--- src/hw/jep_defs.vh ---
// Constants of the test and emulation port
// Summary of operation
// - Test clock is sampled by the system clock and its edges found after synchronising.
// - The TAP controller walks the standard sixteen-state test access port sequence.
// - Mode select steers the states; data enters on data-in, leaves on data-out.
// - Test reset forces the TAP controller into its reset state from any state.
// - An extra emulation pin tells the emulator the processor finished an operation.
// - Every input pin has a scan cell that samples it or substitutes a value.
// - Every output pin has a scan cell that samples it or drives a value.
// - Two-way pins carry both the input and the output scan functions.
// - All pin scan cells form one serial path stepped by the test clock.
// - Emulation can halt the core, let the emulator work, then resume it.
// - Breakpoint start and end addresses sit in the peripheral I/O space.
// - Emulation state and both cycle counters are read-only to the core.
// - Telemetry buffers are mapped to the core and reachable by the emulator live.
// - A 32-bit telemetry status register enables telemetry and reports buffer full/empty.
// - Raise low-priority interrupts on input buffer full and output buffer empty.
// - Telemetry interrupts go through the core's normal priority, mask and vector path.
// - Core accesses inside the breakpoint address range raise a breakpoint interrupt.
// - A breakpoint during return from a prior breakpoint handler may go unrecorded.
// - An instruction breakpoint just after a short loop can fire spuriously.
// - An 8-bit revision register at a fixed I/O address, readable by instruction.
// - The 5-bit instruction register loads all ones (bypass) on TAP reset.
`ifndef JEP_DEFS_VH
`define JEP_DEFS_VH
`define JEP_IR_W          5
`define JEP_IR_BYPASS     5'h1f
`define JEP_IR_EXTEST     5'h00
`define JEP_IR_SAMPLE     5'h10
`define JEP_IR_INTEST     5'h18
`define JEP_IR_BRKSTAT    5'h1c
`define JEP_IR_TLM_IN     5'h09
`define JEP_IR_TLM_OUT    5'h0b
`define JEP_IR_REVID      5'h1d
`define JEP_IR_XFER       5'h1e
`define JEP_IR_EMUCTL     5'h1a
`define JEP_IR_CAPTURE    5'h01
`define JEP_REVID_ADDR    20'h30026
`define JEP_BRK_START_ADDR 20'h30020
`define JEP_BRK_END_ADDR  20'h30021
`define JEP_TLM_STAT_ADDR 20'h30022
`define JEP_TLM_IN_ADDR   20'h30023
`define JEP_TLM_OUT_ADDR  20'h30024
`define JEP_EMU_STATE_ADDR 20'h30025
`define JEP_CYC_LO_ADDR   20'h30027
`define JEP_CYC_HI_ADDR   20'h30028
`define JEP_STAT_EN_BIT   0
`define JEP_STAT_INF_BIT  1
`define JEP_STAT_OUTE_BIT 2
`define JEP_CTL_HALT_BIT  0
`define JEP_CTL_BRKEN_BIT 1
`define JEP_CTL_DONE_BIT  2
`define JEP_CTL_W         3
`endif

--- src/hw/jep_port.v ---
// Test access port, boundary scan and emulation support
`timescale 1ns/1ns
`default_nettype none
`include "jep_defs.vh"
module jep_port #(
   parameter NPIN = 4,
   parameter DW = 32,
   parameter AW = 20,
   parameter [7:0] REVISION = 8'h5a   // Arbitrary value
) (
   // Clock and reset
   input  wire            clock_in,
   input  wire            rst_n_in,
   input  wire            clk_en_in,
   // Test access pins
   input  wire            tck_in,
   input  wire            tms_in,
   input  wire            tdi_in,
   input  wire            trst_n_in,
   output wire            tdo_out,
   output wire            tdo_oe_out,
   output wire            emulation_done_pin_n_out,
   // Device pins through the scan cells
   input  wire [NPIN-1:0] pin_in,
   output wire [NPIN-1:0] pin_out,
   output wire [NPIN-1:0] pin_oe_out,
   // Core side of the pins
   output wire [NPIN-1:0] core_pin_in_out,
   input  wire [NPIN-1:0] core_pin_out_in,
   input  wire [NPIN-1:0] core_pin_oe_in,
   // Core register access
   input  wire            io_rd_in,
   input  wire            io_wr_in,
   input  wire [AW-1:0]   io_addr_in,
   input  wire [DW-1:0]   io_wdata_in,
   output reg  [DW-1:0]   io_rdata_out,
   // Core activity, halt and interrupts
   input  wire            core_access_in,
   input  wire [AW-1:0]   core_addr_in,
   input  wire            core_op_done_in,
   input  wire [DW-1:0]   core_transfer_reg_in,
   output wire [DW-1:0]   core_transfer_reg_out,
   output wire            core_halt_out,
   output wire            tlm_in_full_irq_out,
   output wire            tlm_out_empty_irq_out,
   output wire            brk_irq_out
);
   // ------------------------------------------------------------
   // Pin synchronisers and test clock edges
   // ------------------------------------------------------------
   reg [3:0]      s1_q;
   reg [3:0]      s2_q;
   reg            tck_d1_q;
   reg [NPIN-1:0] p1_q;
   reg [NPIN-1:0] p2_q;
   always @(posedge clock_in or negedge rst_n_in) begin
      if (!rst_n_in) begin
         s1_q     <= 4'h0;
         s2_q     <= 4'h0;
         tck_d1_q <= 1'b0;
         p1_q     <= {NPIN{1'b0}};
         p2_q     <= {NPIN{1'b0}};
      end else if (clk_en_in) begin
         s1_q     <= {trst_n_in, tdi_in, tms_in, tck_in};
         s2_q     <= s1_q;
         tck_d1_q <= s2_q[0];
         p1_q     <= pin_in;
         p2_q     <= p1_q;
      end
   end
   wire tck_s    = s2_q[0];
   wire tms_s    = s2_q[1];
   wire tdi_s    = s2_q[2];
   wire trst_n_s = s2_q[3];
   wire tck_rise = tck_s & ~tck_d1_q;
   wire tck_fall = ~tck_s & tck_d1_q;

   // ------------------------------------------------------------
   // TAP controller
   // ------------------------------------------------------------
   localparam [15:0] ST_TLR = 16'h0001,
                     ST_RTI = 16'h0002,
                     ST_SDS = 16'h0004,
                     ST_CDR = 16'h0008,
                     ST_SDR = 16'h0010,
                     ST_E1D = 16'h0020,
                     ST_PDR = 16'h0040,
                     ST_E2D = 16'h0080,
                     ST_UDR = 16'h0100,
                     ST_SIS = 16'h0200,
                     ST_CIR = 16'h0400,
                     ST_SIR = 16'h0800,
                     ST_E1I = 16'h1000,
                     ST_PIR = 16'h2000,
                     ST_E2I = 16'h4000,
                     ST_UIR = 16'h8000;
   reg [15:0] st_q;
   reg [15:0] st_d;
   always @* begin
      st_d = ST_TLR;
      case (st_q)
         ST_TLR: st_d = tms_s ? ST_TLR : ST_RTI;
         ST_RTI: st_d = tms_s ? ST_SDS : ST_RTI;
         ST_SDS: st_d = tms_s ? ST_SIS : ST_CDR;
         ST_CDR: st_d = tms_s ? ST_E1D : ST_SDR;
         ST_SDR: st_d = tms_s ? ST_E1D : ST_SDR;
         ST_E1D: st_d = tms_s ? ST_UDR : ST_PDR;
         ST_PDR: st_d = tms_s ? ST_E2D : ST_PDR;
         ST_E2D: st_d = tms_s ? ST_UDR : ST_SDR;
         ST_UDR: st_d = tms_s ? ST_SDS : ST_RTI;
         ST_SIS: st_d = tms_s ? ST_TLR : ST_CIR;
         ST_CIR: st_d = tms_s ? ST_E1I : ST_SIR;
         ST_SIR: st_d = tms_s ? ST_E1I : ST_SIR;
         ST_E1I: st_d = tms_s ? ST_UIR : ST_PIR;
         ST_PIR: st_d = tms_s ? ST_E2I : ST_PIR;
         ST_E2I: st_d = tms_s ? ST_UIR : ST_SIR;
         ST_UIR: st_d = tms_s ? ST_SDS : ST_RTI;
         default: st_d = ST_TLR;
      endcase
   end

   // ------------------------------------------------------------
   // Instruction and data registers
   // ------------------------------------------------------------
   reg [`JEP_IR_W-1:0] ir_sh_q;
   reg [`JEP_IR_W-1:0] ir_q;
   reg [2*NPIN-1:0]    bsr_sh_q;
   reg [2*NPIN-1:0]    bsr_q;
   reg [DW-1:0]        dr_sh_q;
   reg [DW-1:0]        xfer_q;
   reg [`JEP_CTL_W-1:0] ctl_q;
   reg                 byp_q;
   reg                 tdo_q;
   reg                 tdo_oe_q;
   reg [DW-1:0]        tlm_in_q;
   reg [DW-1:0]        tlm_out_q;
   reg                 tlm_in_full_q;
   reg                 tlm_out_full_q;
   reg                 brk_hit_q;

   wire in_test  = (ir_q == `JEP_IR_INTEST);
   wire out_test = (ir_q == `JEP_IR_EXTEST) | in_test;
   wire sel_bsr  = (ir_q == `JEP_IR_EXTEST) | (ir_q == `JEP_IR_SAMPLE) | in_test;
   wire sel_word = (ir_q == `JEP_IR_TLM_IN) | (ir_q == `JEP_IR_TLM_OUT) |
                   (ir_q == `JEP_IR_REVID) | (ir_q == `JEP_IR_XFER) |
                   (ir_q == `JEP_IR_BRKSTAT) | (ir_q == `JEP_IR_EMUCTL);
   wire [2*NPIN-1:0] bsr_cap = {core_pin_out_in, p2_q};

   reg [DW-1:0] cap_word;
   always @* begin
      cap_word = {DW{1'b0}};
      if (ir_q == `JEP_IR_REVID)
         cap_word = {{(DW-8){1'b0}}, REVISION};
      else if (ir_q == `JEP_IR_TLM_OUT)
         cap_word = tlm_out_q;
      else if (ir_q == `JEP_IR_XFER)
         cap_word = xfer_q;
      else if (ir_q == `JEP_IR_BRKSTAT)
         cap_word = {{(DW-1){1'b0}}, brk_hit_q};
      else if (ir_q == `JEP_IR_EMUCTL)
         cap_word = {{(DW-`JEP_CTL_W){1'b0}}, ctl_q};
   end

   wire tap_rst = ~trst_n_s;
   wire tlm_in_load  = tck_rise & (st_q == ST_UDR) & (ir_q == `JEP_IR_TLM_IN);
   wire tlm_out_take = tck_rise & (st_q == ST_CDR) & (ir_q == `JEP_IR_TLM_OUT);
   wire core_rd_in   = io_rd_in & (io_addr_in == `JEP_TLM_IN_ADDR);
   wire core_wr_out  = io_wr_in & (io_addr_in == `JEP_TLM_OUT_ADDR);

   always @(posedge clock_in or negedge rst_n_in) begin
      if (!rst_n_in) begin
         st_q     <= ST_TLR;
         ir_sh_q  <= `JEP_IR_BYPASS;
         ir_q     <= `JEP_IR_BYPASS;
         bsr_sh_q <= {2*NPIN{1'b0}};
         bsr_q    <= {2*NPIN{1'b0}};
         dr_sh_q  <= {DW{1'b0}};
         xfer_q   <= {DW{1'b0}};
         ctl_q    <= {`JEP_CTL_W{1'b0}};
         byp_q    <= 1'b0;
         tdo_q    <= 1'b0;
         tdo_oe_q <= 1'b0;
      end else if (clk_en_in) begin
         if (tap_rst) begin
            st_q <= ST_TLR;
            ir_q <= `JEP_IR_BYPASS;
            ctl_q <= {`JEP_CTL_W{1'b0}};
            tdo_oe_q <= 1'b0;
         end else begin
            if (core_op_done_in)
               xfer_q <= core_transfer_reg_in;
            if (tck_rise) begin
               st_q <= st_d;
               if (st_q == ST_TLR)
                  ir_q <= `JEP_IR_BYPASS;
               if (st_q == ST_CIR)
                  ir_sh_q <= `JEP_IR_CAPTURE;
               if (st_q == ST_SIR)
                  ir_sh_q <= {tdi_s, ir_sh_q[`JEP_IR_W-1:1]};
               if (st_q == ST_UIR)
                  ir_q <= ir_sh_q;
               if (st_q == ST_CDR) begin
                  bsr_sh_q <= bsr_cap;
                  dr_sh_q  <= cap_word;
                  byp_q    <= 1'b0;
               end
               if (st_q == ST_SDR) begin
                  bsr_sh_q <= {tdi_s, bsr_sh_q[2*NPIN-1:1]};
                  dr_sh_q  <= {tdi_s, dr_sh_q[DW-1:1]};
                  byp_q    <= tdi_s;
               end
               if (st_q == ST_UDR) begin
                  if (sel_bsr)
                     bsr_q <= bsr_sh_q;
                  if (ir_q == `JEP_IR_XFER)
                     xfer_q <= dr_sh_q;
                  if (ir_q == `JEP_IR_EMUCTL)
                     ctl_q <= dr_sh_q[`JEP_CTL_W-1:0];
               end
            end
            if (tck_fall) begin
               tdo_oe_q <= (st_q == ST_SDR) | (st_q == ST_SIR);
               if (st_q == ST_SIR)
                  tdo_q <= ir_sh_q[0];
               else if (sel_bsr)
                  tdo_q <= bsr_sh_q[0];
               else if (sel_word)
                  tdo_q <= dr_sh_q[0];
               else
                  tdo_q <= byp_q;
            end
         end
      end
   end
   assign tdo_out    = tdo_q;
   assign tdo_oe_out = tdo_oe_q;

   // ------------------------------------------------------------
   // Pin muxing through the scan cells
   // ------------------------------------------------------------
   genvar gi;
   generate
      for (gi = 0; gi < NPIN; gi = gi + 1) begin : g_cell
         assign core_pin_in_out[gi] = in_test ? bsr_q[gi] : pin_in[gi];
         assign pin_out[gi] = out_test ? bsr_q[NPIN+gi] : core_pin_out_in[gi];
         assign pin_oe_out[gi] = out_test ? 1'b1 : core_pin_oe_in[gi];
      end
   endgenerate

   // ------------------------------------------------------------
   // Core side: telemetry, breakpoints, counters, registers
   // ------------------------------------------------------------
   reg           tlm_en_q;
   reg [AW-1:0]  brk_start_q;
   reg [AW-1:0]  brk_end_q;
   reg [2*DW-1:0] cyc_q;
   reg           done_q;
   wire brk_match = ctl_q[`JEP_CTL_BRKEN_BIT] & core_access_in &
                    (core_addr_in >= brk_start_q) & (core_addr_in <= brk_end_q);

   always @(posedge clock_in or negedge rst_n_in) begin
      if (!rst_n_in) begin
         tlm_en_q       <= 1'b0;
         tlm_in_q       <= {DW{1'b0}};
         tlm_out_q      <= {DW{1'b0}};
         tlm_in_full_q  <= 1'b0;
         tlm_out_full_q <= 1'b0;
         brk_start_q    <= {AW{1'b0}};
         brk_end_q      <= {AW{1'b0}};
         brk_hit_q      <= 1'b0;
         cyc_q          <= {2*DW{1'b0}};
         done_q         <= 1'b0;
      end else if (clk_en_in) begin
         cyc_q <= cyc_q + {{(2*DW-1){1'b0}}, 1'b1};
         if (io_wr_in & (io_addr_in == `JEP_TLM_STAT_ADDR))
            tlm_en_q <= io_wdata_in[`JEP_STAT_EN_BIT];
         if (io_wr_in & (io_addr_in == `JEP_BRK_START_ADDR))
            brk_start_q <= io_wdata_in[AW-1:0];
         if (io_wr_in & (io_addr_in == `JEP_BRK_END_ADDR))
            brk_end_q <= io_wdata_in[AW-1:0];
         if (tlm_in_load) begin
            tlm_in_q      <= dr_sh_q;
            tlm_in_full_q <= 1'b1;
         end else if (core_rd_in)
            tlm_in_full_q <= 1'b0;
         if (core_wr_out) begin
            tlm_out_q      <= io_wdata_in;
            tlm_out_full_q <= 1'b1;
         end else if (tlm_out_take)
            tlm_out_full_q <= 1'b0;
         // Set wins over the emulator's clear of the hit flag
         if (brk_match)
            brk_hit_q <= 1'b1;
         else if (tck_rise & (st_q == ST_UDR) & (ir_q == `JEP_IR_BRKSTAT))
            brk_hit_q <= 1'b0;
         if (core_op_done_in)
            done_q <= 1'b1;
         else if (tck_rise & (st_q == ST_UIR))
            done_q <= 1'b0;
      end
   end

   // Telemetry status word, fields placed by their named positions
   reg [DW-1:0] stat_word;
   always @* begin
      stat_word = {DW{1'b0}};
      stat_word[`JEP_STAT_EN_BIT]   = tlm_en_q;
      stat_word[`JEP_STAT_INF_BIT]  = tlm_in_full_q;
      stat_word[`JEP_STAT_OUTE_BIT] = ~tlm_out_full_q;
   end

   always @* begin
      io_rdata_out = {DW{1'b0}};
      if (io_addr_in == `JEP_REVID_ADDR)
         io_rdata_out = {{(DW-8){1'b0}}, REVISION};
      else if (io_addr_in == `JEP_TLM_STAT_ADDR)
         io_rdata_out = stat_word;
      else if (io_addr_in == `JEP_TLM_IN_ADDR)
         io_rdata_out = tlm_in_q;
      else if (io_addr_in == `JEP_BRK_START_ADDR)
         io_rdata_out = {{(DW-AW){1'b0}}, brk_start_q};
      else if (io_addr_in == `JEP_BRK_END_ADDR)
         io_rdata_out = {{(DW-AW){1'b0}}, brk_end_q};
      else if (io_addr_in == `JEP_EMU_STATE_ADDR)
         io_rdata_out = {{(DW-`JEP_CTL_W){1'b0}}, ctl_q};
      else if (io_addr_in == `JEP_CYC_LO_ADDR)
         io_rdata_out = cyc_q[DW-1:0];
      else if (io_addr_in == `JEP_CYC_HI_ADDR)
         io_rdata_out = cyc_q[2*DW-1:DW];
   end


   // ------------------------------------------------------------
   // Outputs to the core and the emulator
   // ------------------------------------------------------------
   // Interrupt levels feed the core's normal controller
   assign tlm_in_full_irq_out   = tlm_en_q & tlm_in_full_q;
   assign tlm_out_empty_irq_out = tlm_en_q & ~tlm_out_full_q;
   assign brk_irq_out           = brk_hit_q;
   assign core_halt_out         = ctl_q[`JEP_CTL_HALT_BIT];
   assign core_transfer_reg_out = xfer_q;
   assign emulation_done_pin_n_out = ~done_q;
endmodule
`default_nettype wire

--- config.mk ---
export PLATFORM = sky130hd
export DESIGN_NAME = jep_port
export DESIGN_NICKNAME = d
export VERILOG_FILES = /design/src/hw/jep_port.v
export VERILOG_INCLUDE_DIRS = /design/src /design/src/hw
export SDC_FILE = /design/constraint.sdc
export NUM_CORES = 1
export LEC_CHECK = 0
export BUFFER_PORTS_ARGS = -buffer_cell sky130_fd_sc_hd__buf_2
export CAP_MARGIN = 20
export CORE_ASPECT_RATIO = 1.4
export CORE_MARGIN = 3
export CORE_UTILIZATION = 58
export CTS_CLUSTER_DIAMETER = 30
export DETAILED_ROUTE_END_ITERATION = 12
export PLACE_DENSITY = 0.89
export SLEW_MARGIN = 15
export SYNTH_ARGS = -nofsm -noshare
export SYNTH_HDL_FRONTEND = slang
export SYNTH_SLANG_ARGS = --single-unit
--- constraint.sdc ---
create_clock -name clock_in -period 3.1 [get_ports clock_in]
set_input_delay 0.31 -clock clock_in [delete_from_list [all_inputs] [get_ports clock_in]]
set_output_delay 0.31 -clock clock_in [all_outputs]
set_load 0.02 [all_outputs]
# ---- After elaboration in Yosys (flattened, before gate mapping)
# Cells that the tools add are included.
# W data, S select, Z words.
dict set report op_classes {
  eq_ne 38
  shifts 0
  multipliers 0
  div 0
  n_addsub 1
  bitwise_logic 31
  mux 73
  reduce_logical 28
  n_lt_le_gt_ge 2
}
# op count
set op_table {}
lappend op_table {{$mux W32} 17}
lappend op_table {{$pmux W16 S12} 1}
lappend op_table {{$eq A20 B18 Y1 const B} 9}
lappend op_table {{$add A64 B1 Y64 const B} 1}
lappend op_table {{$mux W16} 4}
lappend op_table {{$eq A5 B5 Y1 const B} 6}
lappend op_table {{$mux W5} 6}
lappend op_table {{$mux W1} 27}
lappend op_table {{$mux W8} 3}
lappend op_table {{$reduce_and A2 Y1} 12}
lappend op_table {{$mux W3} 7}
lappend op_table {{$ge A20 B20 Y1} 1}
lappend op_table {{$le A20 B20 Y1} 1}
lappend op_table {{$and A1 B1 Y1} 18}
lappend op_table {{$mux W9} 2}
lappend op_table {{$eq A16 B1 Y1 const B} 1}
lappend op_table {{$eq A16 B10 Y1 const B} 1}
lappend op_table {{$eq A16 B11 Y1 const B} 1}
lappend op_table {{$eq A16 B12 Y1 const B} 1}
lappend op_table {{$eq A16 B13 Y1 const B} 1}
lappend op_table {{$eq A16 B14 Y1 const B} 1}
lappend op_table {{$eq A16 B15 Y1 const B} 1}
lappend op_table {{$eq A16 B16 Y1 const B} 1}
lappend op_table {{$eq A16 B2 Y1 const B} 1}
lappend op_table {{25 further kinds} 49}
dict set report totals {
  input_bits 127
  ramBits 0
  mem_count 0
  output_inout_bits 83
  latch_bits 0
  elab_cells 199
  register_bits 302
  mem_bits_ro 0
}

# ---- Longest topological paths before layout
dict set report logic_depth {
  depth_word 9
  ltp_mapped 9
  mapped_depth_nobuf 8
}

# ---- Least setup slack after synthesis
# OpenSTA, ideal clock, no wires.
dict set report synth_path {
  path_type {input port to output port}
  startpoint {input io_addr_in[14]}
  endpoint {output io_rdata_out[13]}
  path_slack_ns 0.339
  stages 8
  required_ns 2.790
  n_path_buf 2
  arrival_time_ns 2.451
  path_cell_list {nor4b_1 nand4_1 nand2b_1 clkbuf_1 nor3_1 clkbuf_1 a222oi_1 o21ai_0}
}
dict set report synth_between {
  elab_chain_cells 9
  word_cells_on_any_way 16
  cone_classes {8 x eq/ne; 8 x mux}
}
# element line_no
set synth_rtl {}
lappend synth_rtl {{start, declared} jep_port.v:34} ;# input wire [AW-1:0] io_addr_in,
lappend synth_rtl {{$eq A20 B18 Y1 (no line)} --}
lappend synth_rtl {{$mux W32} jep_port.v:328} ;# else if (io_addr_in == `JEP_CYC_HI_ADDR)
lappend synth_rtl {{$mux W32} jep_port.v:326} ;# else if (io_addr_in == `JEP_CYC_LO_ADDR)
lappend synth_rtl {{$mux W32} jep_port.v:324} ;# else if (io_addr_in == `JEP_EMU_STATE_ADDR)
lappend synth_rtl {{$mux W32} jep_port.v:322} ;# else if (io_addr_in == `JEP_BRK_END_ADDR)
lappend synth_rtl {{$mux W32} jep_port.v:320} ;# else if (io_addr_in == `JEP_BRK_START_ADDR)
lappend synth_rtl {{$mux W32} jep_port.v:318} ;# else if (io_addr_in == `JEP_TLM_IN_ADDR)
lappend synth_rtl {{$mux W32} jep_port.v:316} ;# else if (io_addr_in == `JEP_TLM_STAT_ADDR)
lappend synth_rtl {{$mux W32 (*)} jep_port.v:314} ;# if (io_addr_in == `JEP_REVID_ADDR)
lappend synth_rtl {{end, declared} jep_port.v:36} ;# output reg [DW-1:0] io_rdata_out,
# Every way passes the cells marked *; elsewhere a longest branch is shown, timed or not.

# ---- Worst setup path after layout
dict set report layout_path {
  startpoint {register ir_q[4]}
  endpoint {output pin_out[2]}
}
dict set report layout_between {
  elab_chain_cells 3
  word_cells_on_any_way 4
  cone_classes {1 x eq/ne; 1 x mux; 1 x bitwise; 1 x reduce/logical}
}
# element line_no
set layout_rtl {}
lappend layout_rtl {{start, declared} jep_port.v:126} ;# reg [`JEP_IR_W-1:0] ir_q;
lappend layout_rtl {{start signal, assigned} jep_port.v:174} ;# ir_q <= `JEP_IR_BYPASS;
lappend layout_rtl {{start signal, assigned} jep_port.v:186} ;# ir_q <= `JEP_IR_BYPASS;
lappend layout_rtl {{start signal, assigned} jep_port.v:195} ;# ir_q <= `JEP_IR_BYPASS;
lappend layout_rtl {{$eq A5 B5 Y1 (no line) / $logic_not A5 Y1 (equally long branches)} --}
lappend layout_rtl {{$or A1 B1 Y1 (*)} jep_port.v:142} ;# wire out_test = (ir_q == `JEP_IR_EXTEST) | in_test;
lappend layout_rtl {{$mux W1 (*)} jep_port.v:245} ;# assign pin_out[gi] = out_test ? bsr_q[NPIN+gi] : core_pin_out_in[gi];
lappend layout_rtl {{end, declared} jep_port.v:25} ;# output wire [NPIN-1:0] pin_out,
# Marked as above.

==> results.ini <==
[setup_path]
arrival_ns = 2.70
cp.required_ns = 2.79
critPathKind = reg -> out
crit_path_start_kind = flip-flop
cp_max_fo = 8
end_kind = output pin

[global_routing]
grt.total_usage_pct = 34.8
first_global_vias = 14434
antenna_found_initial = 3
grt_max_degree = 114
grt_overflow = 0
grt_pass1_wl_um = 77700

[worst_hold_path]
hold_class = in -> reg

[logic_synthesis]
synth_area_leaders = dfrtp_1 47%, mux2_2 7.8%, o21ai_0 5.3%
netlist_area_um2 = 15400
ys_ff_latch = 302
synth_common_cells = 291 x dfrtp_1, 197 x nand2_1, 162 x o21ai_0
synthArstFlopShare_pct = 100
yosys_most_used_dff = dfrtp_1
syn_inst = 1554
synth_most_common_cell = dfrtp_1
synth_edf_count = 0
synth_sequential_area_ratio_pct = 49.3
netlist.area_leader.share_pct = 47.4
synth_area_leader_cell = dfrtp_1
synth.distinct_cells = 63
syn_avg_cell_area_um2 = 9.88
syn-num-nets = 1722
ys_warn_count = 0

[cells_and_area]
seq_area_um2 = 7570
synthToLayoutAreaGrowth_pct = 22.3
multi_input_area_um2 = 7160
nets = 1966
layout-drive-gt1-share_pct = 26.0
fill_cells = 1661

[clock_network]
insertion_delay_ns = 0.57
root_buffer = clkbuf_16
tritoncts = built
cts_resized = 0
path_clk_slew_ns = 0.06
cts.sinks = 302
clockBufferDepth = 3
htree_levels = 2
cts-buffers-inserted = 49

[detailed_routing]
wl_per_cell_um = 23.1
drt_iter0_drc = 1761
drt_wl_total_um = 49800
drt_first_pass_iters = 6
drc = 0
via_per_inst = 6.50
vias = 14019
drtAntennaViolNets = 0

[power]
p_total_mw = 10.9
intPower_mw = 7.80
power_density_nw_per_um2 = 579
ir_drop_mv = 0.518
power.share.sequential_pct = 40.6
leakage_nw = 9.01
switching_share_pct = 28.2
clockPowerShare_pct = 49.1
p_sw_mw = 3.07
combPwrFrac_pct = 10.4

[timing]
setup_viol = 0
slew_viol_final = 0
max_freq_mhz = 332
fin_ws_ns = 0.0860
setup_tns_ns = 0
grt_setup_unrepaired = no
slew_headroom_pct = 36.4
finalCritPeriodShare_pct = 97.2
hold_viol_final = 0
fin_crit_ns = 3.01
skew_ns = 0.0237
worstMarginPinSlew_ns = 0.953

[floorplanning]
rows = 69
ioPinCount = 210
dieArea_um2 = 28500
die_y_um = 199
die_width_um = 144
start_util_pct = 59.7
core_area_um2 = 25700

[place]
routabilityCongestion = 0.987
dp.final_hpwl_um = 34500
io_buffers = 209
dp_slack_ns = 0.443

[status]
status = finished, final reports clean

[job]
max_cap_violations = 0

[logic make-up (layout without fill, tap and decap cells)]
| group | Yosys count | after routing | share of synthesized area (%) |
|---|---|---|---|
| flops | 302 | 302 | 49.3 |
| compound gates | 381 | 381 | 15.5 |
| fa+ha+maj | 41 | 41 | 3.34 |
| xor+xnor | 68 | 68 | 3.88 |
| other cells | 0 | 2 | 0 |
| simple gates | 475 | 475 | 14.9 |
| mux | 120 | 120 | 8.69 |
| buf+inv | 167 | 450 | 4.39 |
[layout by cell type (no fill, tap or decap), types with 22 or more instances in the layout]
cell type | netlist | layout
xnor2_1 | 39 | 39
dfrtp_1 | 291 | 291
xor2_1 | 29 | 29
buf_2 | 14 | 208
nor2_1 | 94 | 93
o22ai_1 | 38 | 38
o21ai_0 | 162 | 162
a221o_1 | 29 | 29
nand2_1 | 197 | 197
nor3_1 | 25 | 22
mux2_2 | 107 | 107
a21oi_1 | 76 | 76
ha_1 | 41 | 41
a222oi_1 | 26 | 26
nand4_1 | 35 | 35
clkbuf_16 | 0 | 49
buf_4 | 0 | 44
nand3_1 | 38 | 38
inv_1 | 81 | 81
[cell type report]
class                   count  share of cell area (%)
repair buffers            279                    9.03
flip-flops and latches    302                    40.3
diodes                      2                  0.0266
inverters                  81                    1.62
clock buffers              60                    7.12
multi-input cells        1085                    38.1
well taps                 319                    2.12
clock inverters            30                    1.66
[critical path, stage by stage, from the launching register on]
cell       delay (ns)
dfstp_2          0.57
inv_1            0.09
a2111oi_0        0.40
buf_4            0.19
o21ai_1          0.31
mux2_2           0.41
buf_2            0.16
[path summary, 6_finish.rpt]
path                            cells after the start      startpoint  slack [ns]                         to
min in group asynchronous                           2        rst_n_in        0.37                    p2_q[2]
max in group asynchronous                           3        rst_n_in        1.70                    ir_q[1]
worst max-delay path                                6         ir_q[4]        0.09                 pin_out[2]
worst max register to register                      7         st_q[1]        0.35  core_transfer_reg_out[23]
worst min-delay path                                3  io_wdata_in[2]        0.02               brk_end_q[2]
worst min register to register                      2      ir_sh_q[1]        0.49                 ir_sh_q[0]
[per-stage QoR]
| stage | cell area [µm²] | util, % | std cells | hold slack (ns) |
|---|---|---|---|---|
| floorplan | 15400 | - | 1554 | 0.0144 |
| global placement | 16900 | 65.8 | 2045 | 0.442 |
| detailed placement | 16900 | 65.8 | 2045 | 0.439 |
| CTS | 18800 | 73.0 | 2156 | 0.00382 |
| global route | 18800 | 73.0 | 2157 | 0.0148 |
| finish | 18800 | 73.0 | 2158 | 0.0151 |
[sequential cells by signal, indices dropped and copies added (netlist names), 8 cells and up]
register / cells
cyc_q: 64
core_transfer_reg_out: 32
dr_sh_q: 32
tlm_in_q: 32
tlm_out_q: 32
brk_end_q: 20
brk_start_q: 20
st_q: 16
bsr_q: 8
bsr_sh_q: 8
[per-layer routing]
| layer | GRT usage, % | vias to the layer above | wire [µm] |
|---|---|---|---|
| met3 | 6.59 | 243 | 4540 |
| met5 | 0 | - | 13 |
| met1 | 41.1 | 6721 | 17300 |
| li1 | - | 6101 | - |
| met2 | 59.2 | 952 | 24800 |
| met4 | 19.6 | 2 | 3110 |
[what timing repair did]
| action | in CTS | in global routing |
|---|---|---|
| buffers inserted | 0 | 0 |
| hold buffers | 21 | 0 |
| endpoints found under the hold margin | 126 | 0 |
| setup endpoints to repair | 0 | 0 |
[power groups by stage]
stage               Clock (mW)  Combinational [mW]  Sequential, mW
floorplan                    0               0.445            4.53
CTS                       5.37                1.11            4.40
global placement             0                1.03            4.44
finish                    5.33                1.13            4.41
detailed placement           0                1.07            4.45
global route              5.56                1.21            4.43
Power figures use the tool's default switching activity.
